`src/rtl/time_base_pkg.sv`:
```
// Purpose: Constants shared by the PWM time base counter block
// Assumes: APB with 32-bit data, one aligned word per register
// Notes:   Offsets of all registers are free choices of this block
`default_nettype none
package time_base_pkg;
   // -------------------------------------------------------------------
   // Register map
   // -------------------------------------------------------------------
   localparam logic [7:0]  CONTROL_ADDR     = 8'h00;
   localparam logic [7:0]  COUNT_ADDR       = 8'h04;
   localparam logic [7:0]  PERIOD_ADDR      = 8'h08;
   localparam logic [7:0]  IDLE_ADDR        = 8'h0C;
   // -------------------------------------------------------------------
   // Field positions
   // -------------------------------------------------------------------
   localparam int          ON_BIT           = 15;
   localparam int          IDLE_STOP_BIT    = 13;
   localparam int          POST_LSB         = 4;
   localparam int          PRE_LSB          = 2;
   localparam int          MODE_LSB         = 0;
   localparam int          DIR_BIT          = 15;
   localparam logic [15:0] CONTROL_MASK     = 16'hA0FF;
   localparam logic [15:0] COUNT_MASK       = 16'h7FFF;
   // -------------------------------------------------------------------
   // Reset values
   // -------------------------------------------------------------------
   localparam logic [15:0] CONTROL_RESET    = 16'h0000;
   localparam logic [14:0] COUNT_RESET      = 15'h0000;
   localparam logic [14:0] PERIOD_RESET     = 15'h0000;
   // -------------------------------------------------------------------
   // Modes
   // -------------------------------------------------------------------
   typedef enum logic [1:0] {
      MODE_FREE   = 2'b00,
      MODE_SINGLE = 2'b01,
      MODE_UPDOWN = 2'b10,
      MODE_UPDOWN_DBL = 2'b11
   } mode_type;
endpackage
`default_nettype wire

```
`src/rtl/pwm_time_base_counter.sv`:
```
// Purpose: PWM time base counter with control and count registers
// Assumes: APB slave, one wait state, 20 MHz clk is the count clock
// Notes:   Outputs are registered; one wait state on every access
// Summary of operation
// RULE1: Count register bits 14..0 hold readable writable count
// RULE2: Bit 15 direction flag, writes ignored
// RULE3: Direction reads one when counting down
// RULE4: Unimplemented bits read zero, writes ignored
// RULE5: Control holds mode, prescale, postscale, enable
// RULE6: Period register sets count limit
// RULE7: Enable and idle stop control counting; postscale divides period ticks
`default_nettype none
module pwm_time_base_counter
   import time_base_pkg::*;
(
   input  wire logic        clk,
   input  wire logic        nrst,
   input  wire logic        psel,
   input  wire logic        penable,
   input  wire logic        pwrite,
   input  wire logic [7:0]  paddr,
   input  wire logic [31:0] pwdata,
   output logic [31:0]      prdata,
   output logic             pready,
   output logic             pslverr,
   input  wire logic        idleMode,
   output logic             periodTick
);
   // -------------------------------------------------------------------
   // State
   // -------------------------------------------------------------------
   typedef struct packed {
      logic [15:0] control;
      logic [14:0] count;
      logic        down;
      logic [14:0] period;
      logic [31:0] rdata;
      logic        ready;
      logic        err;
      logic        tick;
   } tb_state_type;

   tb_state_type stateReg;
   tb_state_type stateNext;

   logic       preTick;
   logic       postTick;
   logic       running;
   logic       wrEn;
   logic       rdEn;
   logic       mapped;
   logic       wrap;
   logic [5:0] preLimit;
   logic [5:0] postLimit;
   mode_type   mode;

   assign mode    = mode_type'(stateReg.control[MODE_LSB +: 2]);
   // Halt when disabled, or when idle with idle-stop set
   assign running = stateReg.control[ON_BIT] &&
                    !(idleMode && stateReg.control[IDLE_STOP_BIT]); // [RULE7]
   assign wrEn    = psel && penable && pwrite && !stateReg.ready;
   assign rdEn    = psel && penable && !pwrite && !stateReg.ready;
   assign mapped  = (paddr == CONTROL_ADDR) || (paddr == COUNT_ADDR) ||
                    (paddr == PERIOD_ADDR);

   // -------------------------------------------------------------------
   // Prescaler 1:1, 1:4, 1:16, 1:64
   // -------------------------------------------------------------------
   always_comb begin
      case (stateReg.control[PRE_LSB +: 2]) // [RULE5]
         2'b00:   preLimit = 6'h00;
         2'b01:   preLimit = 6'h03;
         2'b10:   preLimit = 6'h0F;
         2'b11:   preLimit = 6'h3F;
         default: preLimit = 6'h00;
      endcase
   end

   assign postLimit = {2'b00, stateReg.control[POST_LSB +: 4]}; // [RULE7]

   tick_divider preDiv (
      .clk     (clk),
      .nrst    (nrst),
      .clear   (!running),
      .tickIn  (1'b1),
      .limit   (preLimit),
      .tickOut (preTick)
   );

   tick_divider postDiv (
      .clk     (clk),
      .nrst    (nrst),
      .clear   (!running),
      .tickIn  (wrap),
      .limit   (postLimit),
      .tickOut (postTick)
   );

   // -------------------------------------------------------------------
   // Counter and registers
   // -------------------------------------------------------------------
   always_comb begin
      stateNext       = stateReg;
      stateNext.ready = 1'b0;
      stateNext.err   = 1'b0;
      stateNext.tick  = postTick;
      wrap            = 1'b0;
      if (running && preTick) begin
         case (mode)
            MODE_FREE, MODE_SINGLE: begin
               stateNext.down = 1'b0;
               if (stateReg.count >= stateReg.period) begin // [RULE6]
                  wrap            = 1'b1;
                  stateNext.count = COUNT_RESET;
                  // Single event: stop itself after one period
                  if (mode == MODE_SINGLE) begin
                     stateNext.control[ON_BIT] = 1'b0;
                  end
               end else begin
                  stateNext.count = stateReg.count + 15'h0001;
               end
            end
            MODE_UPDOWN, MODE_UPDOWN_DBL: begin
               if (!stateReg.down) begin
                  if (stateReg.count >= stateReg.period) begin // [RULE6]
                     stateNext.down = 1'b1; // [RULE3]
                     if (stateReg.period != 15'h0000) begin
                        stateNext.count = stateReg.count - 15'h0001;
                     end
                     if (mode == MODE_UPDOWN_DBL) begin
                        wrap = 1'b1;
                     end
                  end else begin
                     stateNext.count = stateReg.count + 15'h0001;
                  end
               end else if (stateReg.count <= 15'h0001) begin
                  stateNext.down  = 1'b0; // [RULE3]
                  stateNext.count = COUNT_RESET;
                  wrap            = 1'b1;
               end else begin
                  stateNext.count = stateReg.count - 15'h0001;
               end
            end
            default: stateNext.count = stateReg.count;
         endcase
      end
      // Bus write wins over counting in the same cycle
      if (wrEn) begin
         stateNext.ready = 1'b1;
         stateNext.err   = !mapped;
         case (paddr)
            CONTROL_ADDR: stateNext.control = pwdata[15:0] & CONTROL_MASK;
            // Bit 15 of a count write is dropped
            COUNT_ADDR:   stateNext.count = pwdata[14:0]; // [RULE1] [RULE2]
            PERIOD_ADDR:  stateNext.period = pwdata[14:0]; // [RULE6]
            default:      stateNext.count = stateNext.count;
         endcase
      end
      if (rdEn) begin
         stateNext.ready = 1'b1;
         stateNext.err   = !mapped;
         case (paddr)
            CONTROL_ADDR: stateNext.rdata =
               {16'h0000, stateReg.control & CONTROL_MASK}; // [RULE4] [RULE5]
            COUNT_ADDR:   stateNext.rdata =
               {16'h0000, stateReg.down, stateReg.count}; // [RULE1] [RULE2]
            PERIOD_ADDR:  stateNext.rdata = {17'h00000, stateReg.period};
            default:      stateNext.rdata = 32'h00000000; // [RULE4]
         endcase
      end
   end

   always_ff @(posedge clk or negedge nrst) begin
      if (!nrst) begin
         stateReg         <= '0;
         stateReg.control <= CONTROL_RESET;
         stateReg.count   <= COUNT_RESET;
         stateReg.period  <= PERIOD_RESET;
      end else begin
         stateReg <= stateNext;
      end
   end

   assign prdata     = stateReg.rdata;
   assign pready     = stateReg.ready;
   assign pslverr    = stateReg.err;
   assign periodTick = stateReg.tick;
endmodule
`default_nettype wire

```
`src/rtl/tick_divider.sv`:
```
// Purpose: Prescale and postscale enable divider
// Assumes: Ratio is one more than the count limit given
// Notes:   Emits a single-cycle pulse every ratio qualified inputs
`default_nettype none
module tick_divider (
   input  wire logic       clk,
   input  wire logic       nrst,
   input  wire logic       clear,
   input  wire logic       tickIn,
   input  wire logic [5:0] limit,
   output logic            tickOut
);
   typedef struct packed {
      logic [5:0] cnt;
      logic       pulse;
   } div_state_type;

   div_state_type stateReg;
   div_state_type stateNext;

   always_comb begin
      stateNext       = stateReg;
      stateNext.pulse = 1'b0;
      if (clear) begin
         stateNext.cnt = 6'h00;
      end else if (tickIn) begin
         if (stateReg.cnt >= limit) begin
            stateNext.cnt   = 6'h00;
            stateNext.pulse = 1'b1;
         end else begin
            stateNext.cnt = stateReg.cnt + 6'h01;
         end
      end
   end

   always_ff @(posedge clk or negedge nrst) begin
      if (!nrst) begin
         stateReg <= '0;
      end else begin
         stateReg <= stateNext;
      end
   end

   assign tickOut = stateNext.pulse;
endmodule
`default_nettype wire

```
`config.mk`:
```
export PLATFORM = sky130hd
export DESIGN_NAME = pwm_time_base_counter
export DESIGN_NICKNAME = d
export VERILOG_FILES = /design/src/rtl/time_base_pkg.sv /design/src/rtl/pwm_time_base_counter.sv /design/src/rtl/tick_divider.sv
export SDC_FILE = /design/constraint.sdc
export NUM_CORES = 1
export LEC_CHECK = 0
export BUFFER_PORTS_ARGS = -buffer_cell sky130_fd_sc_hd__buf_4
export CAP_MARGIN = 30
export CORE_UTILIZATION = 58
export DETAILED_ROUTE_END_ITERATION = 10
export PLACE_DENSITY = 0.82
export RECOVER_POWER = 25
export SLEW_MARGIN = 20
export SYNTH_ARGS = -nofsm -noshare
export SYNTH_HDL_FRONTEND = slang
export SYNTH_SLANG_ARGS = --single-unit
export TNS_END_PERCENT = 100
```
`constraint.sdc`:
```
create_clock -name clk -period 3.02 [get_ports clk]
set_input_delay 0.302 -clock clk [delete_from_list [all_inputs] [get_ports clk]]
set_output_delay 0.302 -clock clk [all_outputs]
set_load 0.05 [all_outputs]
```
# ---- After elaboration in Yosys (flattened, before gate mapping)
# Index checks and enable logic that the tools add are counted.
dict set report classes {
  n_reduce_logical 22
  addsub 4
  eq_ne 9
  mux 35
  order_cmp 4
}
# cell count
set op_table {}
lappend op_table {{$mux W15} 5}
lappend op_table {{$mux W16} 3}
lappend op_table {{$pmux W16 S3} 1}
lappend op_table {{$pmux W16 S2} 1}
lappend op_table {{$mux W31} 1}
lappend op_table {{$mux W6} 4}
lappend op_table {{$pmux W6 S4} 1}
lappend op_table {{$add A15 B1 Y15 const B} 1}
lappend op_table {{$ge A15 B15 Y1} 1}
lappend op_table {{$le A15 B1 Y1 const B} 1}
lappend op_table {{$mux W1} 15}
lappend op_table {{$reduce_bool A15 Y1} 1}
lappend op_table {{$sub A15 B1 Y15 const B} 1}
lappend op_table {{$add A6 B1 Y6 const B} 2}
lappend op_table {{$eq A2 B2 Y1 const B} 4}
lappend op_table {{$eq A8 B3 Y1 const B} 1}
lappend op_table {{$eq A8 B4 Y1 const B} 1}
lappend op_table {{$logic_and A1 B1 Y1} 8}
lappend op_table {{$logic_not A8 Y1} 1}
lappend op_table {{$mux W7} 1}
lappend op_table {{$ge A6 B4 Y1} 1}
lappend op_table {{$ge A6 B6 Y1} 1}
lappend op_table {{$eq A2 B1 Y1 const B} 2}
lappend op_table {{$logic_not A1 Y1} 4}
lappend op_table {{other kinds (7)} 12}
dict set report totals {
  wordCells 85
  output_inout_bits 35
  reg_bits 72
}

# ---- Logic depth before layout (Yosys ltp)
dict set report depth {
  ltp_word 9
  mapped_depth 11
}

# ---- By module
# A second synthesis with hierarchy kept.
dict set report unflattened {
  hier_cells 589
  area_unflattened_um2 5202.5
}
# mod seq_area_each_um2 area_each_um2 n_inst cells_per_inst
set modules_own_cells {}
lappend modules_own_cells {pwm_time_base_counter 1501.4 4269.1 1 487}
lappend modules_own_cells {tick_divider 150.1 466.7 2 51}

# ---- Least setup slack after synthesis
# No wires, ideal clock.
dict set report synth_timing {
  kind {register to register}
  startpoint {register stateReg[51] (netlist bit)}
  endpoint {register stateReg[61] (netlist bit)}
  arrival_ns 2.328
  stages_incl_launch_ff 11
  slack_ns 0.610
  path_buffers 1
  period_less_slack_ns 2.410
  path_cell_list {dfrtp_1 > clkbuf_1 > inv_1 > ha_1 > nor2b_1 > o21ai_0 > a21oi_1 > o21ai_2 > mux2_4 > o221a_1 > o22ai_1}
}
# element line_no
set synth_rtl {}
lappend synth_rtl {{from (decl)} pwm_time_base_counter.sv:43} ;# tb_state_type stateReg;
lappend synth_rtl {{from (signal assigned)} pwm_time_base_counter.sv:180} ;# stateReg <= stateNext;

==> key figures <==
Yosys
  – Mapped Cells: 600
  – Most used DFF post-synth: dfrtp_1
  – Count of cell types in the netlist: 70
  – Area leader, netlist: dfrtp_1
  – Sequential area share after synthesis: 34.90%
  – Synth top area cells: dfrtp_1, ha_1, o21ai_0
  – Syn avg cell area: 8.604 um^2
  – Number of flops mapped to enable cells by yosys: 0
  – Asr flop ratio synth: 100.0%
  – Syn. warnings: 0
  – Post-synth top cells: dfrtp_1, nand2_1, o21ai_0, nor2_1, a21oi_1
  – Post-synth top area share: 34.90%
  – Synth Cell Area: 5162 um^2
  – Most frequent cell after synthesis: dfrtp_1
  – Number of synthesized register bits: 72

Timing
  – Post-route setup TNS: 0 ps
  – Worst slew margin: -0.06190%
  – F_max: 0.3464 GHz
  – Max-slew violation count: 30
  – Clock Skew: 10.99 ps
  – Tmin final: 2887 ps
  – Final Hold Fails: 0
  – RSZ-0062 raised after global routing: false
  – Final period utilization: 95.59%
  – Worst-Margin Slew: 1501 ps
  – Final setup viols: 0

Clock network
  – Max Root-Sink Buffers: 2
  – H-tree depth: 3
  – Number of buffers created by CTS: 9
  – CTS tree: built
  – Root buf cell: clkbuf_8
  – Clk sink count: 72
  – Clk slew on worst S/H paths: 80 ps
  – Number of post-CTS setup repair buffers: 0
  – Skew-Pair Late Insertion Delay: 350 ps

Critical path
  – Reg-to-reg slack, setup: 130 ps
  – Worst path required time: 3270 ps
  – Reg-to-Reg End: stateReg[61]$_DFF_PN0_
  – Worst setup SP type: register
  – CP Capture Type: register
  – Crit Path Category: reg2reg
  – Slowest cell on the critical path: dfrtp_1
  – R2R depth: 10
  – Critical path's largest stage delay: 420 ps
  – FF-to-FF Start: stateReg[45]$_DFFE_PN0P_
  – CP Max Fanout: 9
  – Arr. time, crit path: 3130 ps
  – Worst path cell trace: inv_1, ha_1, and2_1, a221o_1, a221oi_4, o21ai_2, buf_4, mux2_4, o221a_1, o22ai_1

Flow run
  – Max-cap violations: 1

Power
  – LEAKAGE: 2.679 nW
  – Final Total Pwr: 2.602 mW
  – Maximum vdd drop: 331.8 uV
  – Pwr dens: 449.7 nW/um^2

Placement
  – Placed cell areas: 5554 um^2
  – Routability cong.: 0.9304
  – DP HPWL: 10280 um
  – I/O Buffers: 48

Routing
  – Final wirelength: 13870 um
  – Drt first-iter violations: 354
  – TritonRoute pass-1 iters: 5
  – Routed len/inst: 18.44 um
  – Remaining DRCs: 0
  – DRT antenna net count: 0
  – Vias/cell: 6.286
  – Vias: 4727

Global route
  – Largest net degree at the start of global routing: 73
  – Global-route wire length before repair: 21680 um
  – Total track usage: 31.07%
  – GRT overflow: 0
  – Vias in the first global route: 4352
  – Met1 GRT Util: 40.65%
  – Grt met2 use: 49.23%
  – Top Usage Layer GRT: met2
  – Initial antenna violation count: 0
  – GR Util met3: 5.766%

Floorplanning
  – Top Ports: 81
  – FP Rows: 34
  – Initial core utilization: 59.49%
  – Full die area: 9282 um^2
  – Core Footprint: 8678 um^2
  – Die H: 96.35 um
  – Die Width: 96.35 um

Worst hold path
  – Hold Path End: stateReg[49]$_DFFE_PN0P_
  – Hold path start: pwdata[14]
  – Min-delay worst type: in2reg
  – Hold-critical path depth: 3

Final layout
  – Area grow syn2layout: 12.09%
  – Fin area: 5787 um^2
  – Fill cells: 702
  – Fraction of layout cells with a size suffix above 1: 19.10%
  – Nets: 715
  – # diodes: 0
  – Final Util: 66.68%

Status
  – Violated checks: capacitance limit, slew limit
  – Status: finished with violations
## sequential cells by signal, summed over array words and instances (netlist names)
name	count
pslverr	1
preDiv.stateReg	6
postLimit	4
periodTick	1
postDiv.stateReg	6
prdata	16
pready	1
mode	2
stateReg	35
## stage by stage
| stage | worst slack (ps) | cells | hold WS, ps |
|---|---|---|---|
| floorplan | 610.0 | 615 | 6.409 |
| global placement | 275.2 | 733 | 463.1 |
| detailed placement | 195.1 | 733 | 480.8 |
| CTS | 167.0 | 749 | 99.23 |
| global route | 34.44 | 752 | 179.4 |
| finish | 133.2 | 752 | 175.0 |
## cell usage in the layout, fill, tap and decap left out, types with 8 or more instances in the layout
cell	instances
buf_4	76
dfrtp_1	72
nand2_1	64
o21ai_0	48
nor2_1	39
a21oi_1	35
inv_1	30
ha_1	30
nand3_1	22
conb_1	16
xnor2_1	14
nor3_1	14
a22o_1	13
mux2i_1	12
mux2_2	11
clkbuf_8	11
a21o_1	9
or3_1	9
nand4_1	8
a22oi_1	8
## final cells by class
cell class                 instances  area [um^2]  area share, %
multi-input combinational        446         2927          50.57
clock inverter                     5        62.56          1.081
clock buffer                      11        151.4          2.616
timing repair buffer              80        596.8          10.31
inverter                          30        112.6          1.946
tap                              108        135.1          2.335
sequential                        72         1802          31.14
## power breakdown
group	internal, mW	leakage [nW]	switching [mW]
Sequential	1.02	0.903	0.0413
Clock	0.432	0.103	0.386
Combinational	0.271	1.67	0.454
Total	1.72	2.68	0.882
## routing by layer
| layer | wire, um | share of wire (%) | vias up |
|---|---|---|---|
| met5 | 0 | 0 | - |
| met3 | 1076 | 7.8 | 45 |
| li1 | - | - | 2182 |
| met2 | 6486 | 47 | 264 |
| met1 | 5841 | 42 | 2236 |
| met4 | 460 | 3.3 | 0 |
## worst max-delay path: cells and delay by family (launching register included)
family          cells  cell delay (ps)
compound gates      5             1270
flops               1              420
fa+ha+maj           1              310
buf+inv             2              300
mux                 1              290
simple gates        1              180
## worst max-delay path by stage
stage	from	endpoint	slack (ps)	depth (start not counted)
final	stateReg[45]$_DFFE_PN0P_	stateReg[61]$_DFF_PN0_	130	10
after detailed placement	stateReg[45]$_DFFE_PN0P_	stateReg[61]$_DFF_PN0_	200	10
after CTS	stateReg[45]$_DFFE_PN0P_	stateReg[61]$_DFF_PN0_	170	10
after global routing	stateReg[45]$_DFFE_PN0P_	stateReg[61]$_DFF_PN0_	30	10
after global placement	stateReg[45]$_DFFE_PN0P_	stateReg[61]$_DFF_PN0_	280	10
after floorplan	stateReg[51]$_DFF_PN0_	stateReg[61]$_DFF_PN0_	610	10
## cells by family (layout without fill, tap and decap cells)
logic type,after synthesis,in the layout,synth area share (%)
AOI/OAI and AO/OA,164,164,21.47
xor gates and xnor gates,19,19,3.223
adders and majority gates,30,30,7.271
buffers and inverters,97,126,9.622
DFF,72,72,34.90
muxes,24,24,5.017
other,1,16,0.07264
and+or+nand+nor,193,193,18.42
## what timing repair did
action	4_1_cts	5_1_grt
endpoints found under the hold margin	0	11
hold buffers	0	1
gates resized for setup	0	0
(Power assumes the default switching activity.)
